==> src/rtl/lin_mode_pkg.sv <==
// Package with modes, timing constants and reset values for the LIN mode control
package lin_mode_pkg;
  // Operating modes, one-hot
  typedef enum logic [3:0] {
    MODE_STANDBY = 4'h1,
    MODE_NORMAL = 4'h2,
    MODE_LOWSLOPE = 4'h4,
    MODE_SLEEP = 4'h8
  } mode_t;

  localparam int CLK_MHZ = 125;
  // Timing figures in their own units
  localparam int UV_FILTER_NS = 5000;
  localparam int RST_EXT_US = 6000;
  localparam int WAKE_DEB_MIN_US = 8;
  localparam int WAKE_DEB_MAX_US = 54;
  localparam int BUS_HOLD_US = 150;
  // Cycle counts derived from the clock rate
  localparam int UV_FILTER_CYC = (UV_FILTER_NS * CLK_MHZ + 999) / 1000;
  localparam int RST_EXT_CYC = RST_EXT_US * CLK_MHZ;
  localparam int WAKE_DEB_CYC = ((WAKE_DEB_MIN_US + WAKE_DEB_MAX_US) / 2) * CLK_MHZ;
  localparam int BUS_HOLD_CYC = BUS_HOLD_US * CLK_MHZ;
  localparam int CNT_W = 20;
  // Buffer geometry
  localparam int BUF_DEPTH = 2;
  localparam int BUF_WIDTH = 1;
  // Values after reset
  localparam logic RXD_RESET = 1'b1;
  localparam logic SUP_RST_RESET = 1'b0;
endpackage

==> src/rtl/rx_skid_buffer.sv <==
// Buffer of two queued entries plus a registered output slot, with valid and ready on both sides
module rx_skid_buffer #(
  parameter int WIDTH = 1,
  parameter int DEPTH = 2
) (
  input wire logic clk,
  input wire logic rst,
  input wire logic in_valid,
  output logic in_ready,
  input wire logic [WIDTH-1:0] in_data,
  output logic out_valid,
  input wire logic out_ready,
  output logic [WIDTH-1:0] out_data
);
  localparam int CNTW = $clog2(DEPTH+1);
  typedef struct packed {
    logic [DEPTH-1:0][WIDTH-1:0] mem;
    logic [$clog2(DEPTH+1)-1:0] count;
    logic [WIDTH-1:0] dout;
    logic dvalid;
  } buf_state_t;

  buf_state_t state_reg;
  buf_state_t state_next;
  logic push;
  logic pop;

  // Head of queue presented from a register
  always_comb
  begin
    state_next = state_reg;
    push = in_valid && (state_reg.count < DEPTH[$clog2(DEPTH+1)-1:0]);
    pop = state_reg.count != '0 && (!state_reg.dvalid || out_ready);
    if (state_reg.dvalid && out_ready)
    begin
      state_next.dvalid = 1'b0;
    end
    if (pop)
    begin
      state_next.dout = state_reg.mem[0];
      state_next.dvalid = 1'b1;
      for (int i = 0; i < DEPTH - 1; i++)
      begin
        state_next.mem[i] = state_reg.mem[i+1];
      end
    end
    if (push)
    begin
      state_next.mem[state_reg.count - CNTW'(pop)] = in_data;
    end
    state_next.count = state_reg.count + CNTW'(push) - CNTW'(pop);
  end

  always_ff @(posedge clk)
  begin
    if (rst)
    begin
      state_reg <= '0;
    end
    else
    begin
      state_reg <= state_next;
    end
  end

  assign in_ready = state_reg.count < DEPTH[$clog2(DEPTH+1)-1:0];
  assign out_valid = state_reg.dvalid;
  assign out_data = state_reg.dout;
endmodule

==> src/rtl/lin_mode_control.sv <==
// Mode control, wake detection and supervisor reset of a LIN transceiver
// Notes on behaviour
// (RULE1) Power-up enters standby, regulator on, transmitter off
// (RULE2) Enable rise with transmit High: normal slope
// (RULE3) Enable rise with transmit Low: low slope
// (RULE4) Low slope transmitter waits for transmit High
// (RULE5) Aux switch High if standby input High
// (RULE6) Normal, enable Low, standby High: standby
// (RULE7) Normal, both Low: sleep, regulator off
// (RULE8) Sleep leaves to standby on any wake
// (RULE9) Local wake on either edge, sleep only
// (RULE10) Local wake edges debounced 8 to 54 us
// (RULE11) Bus wake: falling, long dominant, rising
// (RULE12) Standby receive Low after bus wake only
// (RULE13) Normal modes receive follows bus level
// (RULE14) Standby: receiver on, termination off, pull-up
// (RULE15) Thermal shutdown disables transmitter and regulator
// (RULE16) Filtered undervoltage pulls reset Low
// (RULE17) Undervoltage forces standby with reset
// (RULE18) Reset release extended 6 ms
// (RULE19) Sleep holds reset Low throughout
// (RULE20) Control inputs ignored while reset Low
// (RULE21) Normal: reset High, termination connected
// (RULE22) Intervals timed by counters on clock
module lin_mode_control #(
  parameter int UV_FILTER_CYCLES = lin_mode_pkg::UV_FILTER_CYC,
  parameter int RST_EXT_CYCLES = lin_mode_pkg::RST_EXT_CYC,
  parameter int WAKE_DEB_CYCLES = lin_mode_pkg::WAKE_DEB_CYC,
  parameter int BUS_HOLD_CYCLES = lin_mode_pkg::BUS_HOLD_CYC
) (
  input wire logic CLK_SYS,
  input wire logic SYS_RST,
  input wire logic MODE_LATCH_IN,
  input wire logic STANDBY_CTL_IN,
  input wire logic TRANSMIT_LINE_IN,
  input wire logic LOCAL_ROUSE_IN,
  input wire logic BUS_LEVEL_IN,
  input wire logic UNDERVOLT_IN,
  input wire logic THERMAL_SHUTDOWN_IN,
  input wire logic RX_READY_IN,
  output logic RECEIVE_DATA_OUT,
  output logic RX_VALID_OUT,
  output logic SUPPLY_RESET_OUT,
  output logic AUX_SUPPLY_SWITCH_OUT,
  output logic AUX_SUPPLY_SWITCH_OE,
  output logic BUS_DRIVE_LOW_OUT,
  output logic TX_ENABLE_OUT,
  output logic LOW_SLOPE_OUT,
  output logic TERMINATION_ON_OUT,
  output logic REGULATOR_ON_OUT,
  output logic [3:0] MODE_OUT
);
  localparam int CW = lin_mode_pkg::CNT_W;

  typedef struct packed {
    lin_mode_pkg::mode_t mode;
    logic latch_prev;
    logic tx_armed;
    logic aux_on;
    logic rouse_prev;
    logic rouse_pend;
    logic [CW-1:0] rouse_cnt;
    logic bus_prev;
    logic bus_dom_seen;
    logic bus_long;
    logic [CW-1:0] bus_cnt;
    logic bus_woke;
    logic [CW-1:0] uv_cnt;
    logic uv_flag;
    logic [CW-1:0] ext_cnt;
    logic rst_released;
    logic rx_level;
    logic rx_valid;
    logic tx_en;
    logic drive_low;
    logic term_on;
    logic reg_on;
  } ctl_state_t;

  ctl_state_t state_reg;
  ctl_state_t state_next;
  logic buf_in_ready;
  logic buf_out_valid;
  logic [0:0] buf_out_data;
  logic buf_out_ready;
  logic latch_rise;
  logic local_wake;
  logic bus_wake;

  // Received bus level goes through the buffer toward the controller
  rx_skid_buffer #(
    .WIDTH(lin_mode_pkg::BUF_WIDTH),
    .DEPTH(lin_mode_pkg::BUF_DEPTH)
  ) u_rx_buf (
    .clk(CLK_SYS),
    .rst(SYS_RST),
    .in_valid(state_reg.rx_valid),
    .in_ready(buf_in_ready),
    .in_data(state_reg.rx_level),
    .out_valid(buf_out_valid),
    .out_ready(buf_out_ready),
    .out_data(buf_out_data)
  );
  // Head moves on when the sink takes or the output slot is empty
  assign buf_out_ready = RX_READY_IN || !RX_VALID_OUT;

  always_comb
  begin
    state_next = state_reg;
    latch_rise = MODE_LATCH_IN && !state_reg.latch_prev;
    local_wake = 1'b0;
    bus_wake = 1'b0;
    state_next.latch_prev = MODE_LATCH_IN;
    state_next.rouse_prev = LOCAL_ROUSE_IN;
    state_next.bus_prev = BUS_LEVEL_IN;

    // (RULE9) Edge arms filter in sleep only
    // (RULE10) Level must hold through debounce
    // (RULE22) Debounce counter
    if (state_reg.mode == lin_mode_pkg::MODE_SLEEP)
    begin
      if (LOCAL_ROUSE_IN != state_reg.rouse_prev)
      begin
        state_next.rouse_pend = 1'b1;
        state_next.rouse_cnt = '0;
      end
      else if (state_reg.rouse_pend)
      begin
        if (state_reg.rouse_cnt >= CW'(WAKE_DEB_CYCLES - 1))
        begin
          local_wake = 1'b1;
          state_next.rouse_pend = 1'b0;
        end
        else
        begin
          state_next.rouse_cnt = state_reg.rouse_cnt + 1'b1;
        end
      end
    end
    else
    begin
      state_next.rouse_pend = 1'b0;
      state_next.rouse_cnt = '0;
    end

    // (RULE11) Falling edge, long dominant, then rising edge
    if (state_reg.mode == lin_mode_pkg::MODE_SLEEP ||
        state_reg.mode == lin_mode_pkg::MODE_STANDBY)
    begin
      if (!BUS_LEVEL_IN && state_reg.bus_prev)
      begin
        state_next.bus_dom_seen = 1'b1;
        state_next.bus_long = 1'b0;
        state_next.bus_cnt = '0;
      end
      else if (!BUS_LEVEL_IN && state_reg.bus_dom_seen)
      begin
        if (state_reg.bus_cnt >= CW'(BUS_HOLD_CYCLES))
        begin
          state_next.bus_long = 1'b1;
        end
        else
        begin
          state_next.bus_cnt = state_reg.bus_cnt + 1'b1;
        end
      end
      else if (BUS_LEVEL_IN && !state_reg.bus_prev)
      begin
        bus_wake = state_reg.bus_dom_seen && state_reg.bus_long;
        state_next.bus_dom_seen = 1'b0;
        state_next.bus_long = 1'b0;
      end
    end
    else
    begin
      state_next.bus_dom_seen = 1'b0;
      state_next.bus_long = 1'b0;
      state_next.bus_cnt = '0;
    end

    // (RULE16) Undervoltage filter outside sleep
    if (state_reg.mode != lin_mode_pkg::MODE_SLEEP && UNDERVOLT_IN)
    begin
      if (state_reg.uv_cnt >= CW'(UV_FILTER_CYCLES))
      begin
        state_next.uv_flag = 1'b1;
      end
      else
      begin
        state_next.uv_cnt = state_reg.uv_cnt + 1'b1;
      end
    end
    else
    begin
      state_next.uv_cnt = '0;
      state_next.uv_flag = 1'b0;
    end

    // Mode transitions
    case (state_reg.mode)
      lin_mode_pkg::MODE_STANDBY:
      begin
        // (RULE20) Inputs only act with reset released
        if (state_reg.rst_released && latch_rise)
        begin
          // (RULE2) Normal slope select
          // (RULE3) Low slope select
          state_next.mode = TRANSMIT_LINE_IN ? lin_mode_pkg::MODE_NORMAL :
            lin_mode_pkg::MODE_LOWSLOPE;
          // (RULE4) Transmitter armed only when transmit High
          state_next.tx_armed = TRANSMIT_LINE_IN;
          // (RULE5) Aux switch sampled at transition
          state_next.aux_on = STANDBY_CTL_IN;
          state_next.bus_woke = 1'b0;
        end
      end
      lin_mode_pkg::MODE_NORMAL, lin_mode_pkg::MODE_LOWSLOPE:
      begin
        if (state_reg.rst_released && !MODE_LATCH_IN)
        begin
          // (RULE6) To standby
          // (RULE7) To sleep
          state_next.mode = STANDBY_CTL_IN ? lin_mode_pkg::MODE_STANDBY :
            lin_mode_pkg::MODE_SLEEP;
          state_next.aux_on = 1'b0;
        end
        else if (state_reg.rst_released && TRANSMIT_LINE_IN)
        begin
          state_next.tx_armed = 1'b1;
        end
      end
      lin_mode_pkg::MODE_SLEEP:
      begin
        // (RULE8) Wake returns to standby
        if (local_wake || bus_wake)
        begin
          state_next.mode = lin_mode_pkg::MODE_STANDBY;
        end
      end
      default:
      begin
        state_next.mode = lin_mode_pkg::MODE_STANDBY;
      end
    endcase

    // (RULE12) Bus wake source latched for standby
    if (bus_wake)
    begin
      state_next.bus_woke = 1'b1;
    end
    else if (local_wake)
    begin
      state_next.bus_woke = 1'b0;
    end

    // (RULE17) Undervoltage forces standby
    if (state_next.uv_flag && state_reg.mode != lin_mode_pkg::MODE_SLEEP)
    begin
      state_next.mode = lin_mode_pkg::MODE_STANDBY;
      state_next.aux_on = 1'b0;
      state_next.tx_armed = 1'b0;
    end

    // (RULE18) Reset extension after recovery
    // (RULE19) Sleep forces reset Low
    if (state_next.mode == lin_mode_pkg::MODE_SLEEP || state_next.uv_flag)
    begin
      state_next.rst_released = 1'b0;
      state_next.ext_cnt = '0;
    end
    else if (!state_reg.rst_released)
    begin
      if (UNDERVOLT_IN)
      begin
        state_next.ext_cnt = '0;
      end
      else if (state_reg.ext_cnt >= CW'(RST_EXT_CYCLES - 1))
      begin
        state_next.rst_released = 1'b1;
      end
      else
      begin
        state_next.ext_cnt = state_reg.ext_cnt + 1'b1;
      end
    end

    // Output stage from next mode
    // (RULE15) Thermal shutdown overrides
    // (RULE14) Standby: termination off, transmitter off
    // (RULE21) Termination on in normal modes
    state_next.reg_on = state_next.mode != lin_mode_pkg::MODE_SLEEP && !THERMAL_SHUTDOWN_IN;
    state_next.term_on = state_next.mode == lin_mode_pkg::MODE_NORMAL ||
      state_next.mode == lin_mode_pkg::MODE_LOWSLOPE;
    state_next.tx_en = state_next.term_on && state_next.tx_armed && !THERMAL_SHUTDOWN_IN;
    state_next.drive_low = state_next.tx_en && !TRANSMIT_LINE_IN;

    // (RULE13) Receive follows bus in normal modes
    // (RULE12) Standby shows wake source
    if (state_next.term_on)
    begin
      state_next.rx_level = BUS_LEVEL_IN;
    end
    else if (state_next.mode == lin_mode_pkg::MODE_STANDBY)
    begin
      state_next.rx_level = !state_next.bus_woke;
    end
    else
    begin
      state_next.rx_level = 1'b1;
    end
    // Sample offered to buffer only when it had room the cycle before
    state_next.rx_valid = buf_in_ready && state_next.term_on;
  end

  // (RULE1) Reset lands in standby, regulator on
  always_ff @(posedge CLK_SYS)
  begin
    if (SYS_RST)
    begin
      state_reg <= '0;
      state_reg.mode <= lin_mode_pkg::MODE_STANDBY;
      state_reg.latch_prev <= 1'b1;
      state_reg.rouse_prev <= 1'b0;
      state_reg.bus_prev <= 1'b1;
      state_reg.rst_released <= lin_mode_pkg::SUP_RST_RESET;
      state_reg.rx_level <= lin_mode_pkg::RXD_RESET;
      state_reg.reg_on <= 1'b1;
    end
    else
    begin
      state_reg <= state_next;
    end
  end

  // Registered outputs
  always_ff @(posedge CLK_SYS)
  begin
    if (SYS_RST)
    begin
      RECEIVE_DATA_OUT <= lin_mode_pkg::RXD_RESET;
      RX_VALID_OUT <= 1'b0;
      SUPPLY_RESET_OUT <= lin_mode_pkg::SUP_RST_RESET;
      AUX_SUPPLY_SWITCH_OUT <= 1'b0;
      AUX_SUPPLY_SWITCH_OE <= 1'b0;
      BUS_DRIVE_LOW_OUT <= 1'b0;
      TX_ENABLE_OUT <= 1'b0;
      LOW_SLOPE_OUT <= 1'b0;
      TERMINATION_ON_OUT <= 1'b0;
      REGULATOR_ON_OUT <= 1'b1;
      MODE_OUT <= lin_mode_pkg::MODE_STANDBY;
    end
    else
    begin
      RECEIVE_DATA_OUT <= state_reg.term_on ? ((buf_out_valid && buf_out_ready) ?
        buf_out_data[0] : RECEIVE_DATA_OUT) : state_reg.rx_level;
      RX_VALID_OUT <= (buf_out_valid && buf_out_ready) || (RX_VALID_OUT && !RX_READY_IN);
      SUPPLY_RESET_OUT <= state_reg.rst_released;
      AUX_SUPPLY_SWITCH_OUT <= state_reg.aux_on;
      AUX_SUPPLY_SWITCH_OE <= state_reg.aux_on;
      BUS_DRIVE_LOW_OUT <= state_reg.drive_low;
      TX_ENABLE_OUT <= state_reg.tx_en;
      LOW_SLOPE_OUT <= state_reg.mode == lin_mode_pkg::MODE_LOWSLOPE;
      TERMINATION_ON_OUT <= state_reg.term_on;
      REGULATOR_ON_OUT <= state_reg.reg_on;
      MODE_OUT <= state_reg.mode;
    end
  end
endmodule

==> config.mk <==
export PLATFORM = sky130hd
export DESIGN_NAME = lin_mode_control
export DESIGN_NICKNAME = d
export VERILOG_FILES = /design/src/rtl/lin_mode_pkg.sv /design/src/rtl/rx_skid_buffer.sv /design/src/rtl/lin_mode_control.sv
export SDC_FILE = /design/constraint.sdc
export NUM_CORES = 1
export LEC_CHECK = 0
export BUFFER_PORTS_ARGS = -buffer_cell sky130_fd_sc_hd__buf_2
export CAP_MARGIN = 30
export CORE_MARGIN = 3
export CORE_UTILIZATION = 45
export CTS_CLUSTER_DIAMETER = 80
export DETAILED_ROUTE_END_ITERATION = 16
export PLACE_DENSITY_LB_ADDON = 0.1
export SYNTH_ARGS = -nofsm -noshare
export SYNTH_HDL_FRONTEND = slang
export SYNTH_HIERARCHICAL = 1
export SYNTH_SLANG_ARGS = --single-unit
==> constraint.sdc <==
create_clock -name CLK_SYS -period 6.7 [get_ports CLK_SYS]
set_input_delay 0.335 -clock CLK_SYS [delete_from_list [all_inputs] [get_ports CLK_SYS]]
set_output_delay 0.335 -clock CLK_SYS [all_outputs]
set_load 0.02 [all_outputs]
# After elaboration in Yosys (flattened, before gate mapping)
# Index checks and enable logic that the tools add are counted.
[word_totals]
elab_cells = 184
regBits = 120
out_inout_bits = 14
inputBits = 10
[op_classes]
n_mux = 54
addsub = 7
n_reduce_logical = 56
bitwise_logic = 6
magnitude_cmp = 7
n_eq_ne = 17
[ops]
columns = ["operator", "count"]
rows = [
  ["$mux W20", 5],
  ["$add A20 B1 Y20 const B", 4],
  ["$mux W21", 2],
  ["$mux W1", 33],
  ["$mux W22", 1],
  ["$ge A20 B10 Y1 const B", 1],
  ["$ge A20 B12 Y1 const B", 1],
  ["$ge A20 B15 Y1 const B", 1],
  ["$ge A20 B20 Y1 const B", 1],
  ["$logic_and A1 B1 Y1", 20],
  ["$mux W4", 5],
  ["$pmux W4 S3", 1],
  ["$reduce_or A2 Y1", 6],
  ["$logic_not A1 Y1", 10],
  ["$reduce_and A2 Y1", 5],
  ["$reduce_bool A2 Y1", 5],
  ["$eq A4 B1 Y1 const B", 2],
  ["$eq A4 B2 Y1 const B", 2],
  ["$eq A4 B3 Y1 const B", 2],
  ["$eq A4 B4 Y1 const B", 2],
  ["$ne A4 B4 Y1 const B", 2],
  ["$logic_or A1 B1 Y1", 7],
  ["$mux W2", 3],
  ["$ne A2 B1 Y1 const B", 3],
  ["other kinds (13)", 23],
]

# Depth between registers and ports, before layout
[depth]
word_depth = 15
ltp_mapped = 9
ltp_nobuf = 8

# Modules after synthesis
# The synthesis kept the hierarchy.
[by_module_without_submodules]
columns = ["mod", "area_each_um2", "seq_area_each_um2", "instances", "cells_each"]
rows = [
  ["lin_mode_control", 4805.9, 2282.2, 1, 525],
  ["rx_skid_buffer", 342.8, 120.1, 1, 36],
]

# Worst setup path before layout
# Ideal clock, no wire load.
[synth_path]
kind = "flip-flop to flip-flop"
start = "register state_reg[29] (netlist name)"
end = "register state_reg[17] (netlist name)"
path_stages_with_launch = 10
arrival_ns = 2.201
required_ns = 6.568
n_path_buf = 1
synth_period_minus_slack_ns = 2.332
setup_slack_ns = 4.368
setup_ns = 0.132
path_cell_list = "dfxtp_1 > inv_1 > ha_1 > or4b_1 > a21o_1 > a211o_1 > a22o_1 > o21ai_2 > buf_4 > nor3_1"

==> run summary <==
Clock group share of total power - 0.501
Final WL - 9802 um
Synth Area in Adders - 0.02673
Yosys reg bits - 120
Clk buf depth - 2
Final setup fails - 0
Boundary Pins - 24
Port Buffers - 23
CP Class - flip-flop to flip-flop
Critical Path Max Stage Delay - 680 ps
Post-placement cell area - 0.005390 sq mm
Synth top area share - 0.4666
Cell variety after synth - 58
Post-synth EDFFs - 0
Die H - 113.0 um
Crit-path slowest cell - o21ai_2
Crit-path cells - inv_1 -> ha_1 -> or4b_1 -> a21o_1 -> a211o_1 -> a22o_1 -> o21ai_2 -> nor3_1
Final hold vios - 0
Max FFs per register - 101
Post-CTS Setup Inserts - 0
Tightest Hold Check Type - input port to flip-flop
First-pass GRT wire length - 17420 um
Most used DFF post-synth - dfxtp_1
Ys async rst share - 0
Die extent in x - 113.0 um
RSZ-0062 raised after global routing - false
TritonCTS clock tree - done
Crit end category - flip-flop
Routed Antenna Nets - 0
Synthesis warning total - 6
Clk root buf - clkbuf_16
Crit path DAT - 3180 ps
CP Data Required Time - 6950 ps
Drt first-iter violations - 200
Worst slew margin - 0.4175
Xor/xnor share of the synthesized area - 0.08165
FP Rows - 38
Initial antenna violation count - 0
WL met1 - 4927 um
DR WL met3 - 430 um
Post-Synthesis Cells - 561
Compound-Gate Fraction of Synth Area - 0.08919
N_diodes - 0
Main combinational cell family by area after synthesis - simple AND/OR/NAND/NOR gates
Clock skew - 6.588 ps
Post-synthesis simple-gate area fraction - 0.2916
Leakage - 2.330 nW
Register area share after synthesis - 0.4666
Final GP Congestion - 0.7783
Vias post-DR - 3902
Area grow syn2layout - 14.99%
Gate power share - 0.043
Share of cells above drive strength 1 - 0.1139
GR Overflow Total - 0
Fin crit share - 0.4374
VDD IR max - 203.2 uV
Initial Util - 0.4668
Worst Max-Slew Pin Slew - 873.6 ps
Wire length per cell - 13.30 um
Vias in the first global route - 3791
Max Cap Viol - 0
Drt first pass iters - 4
Worst-path fanout max - 21
Cts hold-fix bufs - 0
Switching power - 335.3 uW
Slew Viols, Final - 0
DR WL met2 - 4311 um
# resized after CTS - 0
Cell area power density - 274.0 mW/mm^2
Total core area - 0.01103 sq mm
Pin count of the biggest net entering global routing - 34
Mapped Area - 0.005149 sq mm
Die Area - 0.01276 sq mm
Syn nets - 582
Num CTS Buffers - 17
Critical path launch point type - flip-flop
Sequential power share - 0.456
Switch share - 0.2067
Num Clock Sinks - 120
Synth top area cells - dfxtp_1 47%, xor2_1 6.5%, nor2_1 4.3%, nand4_1 3.3%, and3_1 2.7%
Status - complete, no violations
Multiplexer area fraction after synthesis - 0.01652
GRT Overall Usage - 0.1671
Fin nets - 608
Max Clock Freq - 341.2 MHz
Mean Syn Cell Area - 9.178 sq um
DRC Markers - 0
Cell-internal power - 1.287 mW
Clock transition at path regs - 50 ps
Commonest cells in the netlist - 120 x dfxtp_1, 59 x nor2_1, 38 x xor2_1, 27 x nand2_1, 27 x nand4_1
Top-count cell post-synth - dfxtp_1
Final std cell area, no fill - 0.005921 sq mm
Vias per cell - 5.294
Final min period - 2930 ps
Final setup TNS - 0 ps
Top Layer Used - met4
Clock latency on the worst-skew pair - 400 ps
Synth area leader - dfxtp_1
H-tree Lvls - 4
Power Total - 1.622 mW
DP HPWL - 6736 um
[worst paths after layout]
check                             startpoint                           to  slack [ps]  cells after the start
setup / recovery  state_reg[29]$_SDFFE_PP0N_   state_reg[16]$_SDFFE_PP0P_        3770                      8
hold reg to reg      state_reg[0]$_SDFF_PP1_  REGULATOR_ON_OUT$_SDFF_PP1_         400                      1
setup reg to reg  state_reg[29]$_SDFFE_PP0N_   state_reg[16]$_SDFFE_PP0P_        3770                      8
hold / removal           THERMAL_SHUTDOWN_IN      state_reg[2]$_SDFF_PP0_         130                      2
[cell usage in the layout (no fill, tap or decap), types with 7 or more instances in the layout]
cell type  instances
and4_1            10
xor2_1            38
and3_1            22
buf_2             23
and2_1            19
inv_1             15
mux2i_1            7
nor3_1            26
clkbuf_16         17
o21ai_0           11
nor4_1             7
or3_1              7
nand4_1           27
nor2_1            59
a211oi_1           7
a21oi_1           19
nand3_1           20
nand2_1           27
ha_1              11
nor2b_1           18
xnor2_1           10
dfxtp_1          120
nand2b_1           7
[area by class of cell]
class	count	area, sq um
well taps	140	175.2
inverters	15	56.30
repair buffers	27	145.1
fillers	991	5110
clock buffers	25	485.5
clock inverters	4	45.04
flip-flops and latches	120	2402
multi-input cells	406	2611
[per-layer routing]
layer	vias up	GRT usage
met5	-	0
met4	0	0.06410
met3	13	0.06043
met2	63	0.2551
met1	1785	0.2167
li1	2041	-
[power by group through the flow]
stage	clock (mW)	sequential, mW	combinational (mW)
2_1_floorplan	0	0.751	0.0539
3_3_place_gp	0	0.752	0.0689
3_5_place_dp	0	0.753	0.0709
4_1_cts	0.837	0.739	0.0716
5_1_grt	0.871	0.740	0.0795
6_report	0.813	0.739	0.0704
[metrics by stage]
step	setup WS (ps)	utilization	instances	hold WS (ps)
global placement	3850	0.4880	707	398.8
detailed placement	3755	0.4887	708	392.9
floorplan	4368	-	561	389.5
CTS	3750	0.5368	737	111.2
global route	3574	0.5368	737	117.8
finish	3770	0.5368	737	132.1
[logic make-up after synthesis]
family                   Yosys count
adder cells (fa/ha/maj)           11
flip-flops                       120
multiplexers                       8
buffers and inverters             35
AND/OR/NAND/NOR                  273
XOR/XNOR                          48
AO/OA/AOI/OAI                     66
[critical path: cells and delay by family (launching register included)]
family                   cells  cell delay [ps]
AND/OR/NAND/NOR              2              580
flip-flops                   1              430
buffers and inverters        1              100
adder cells (fa/ha/maj)      1              180
AO/OA/AOI/OAI                4             1480
(Power assumes the default switching activity.)
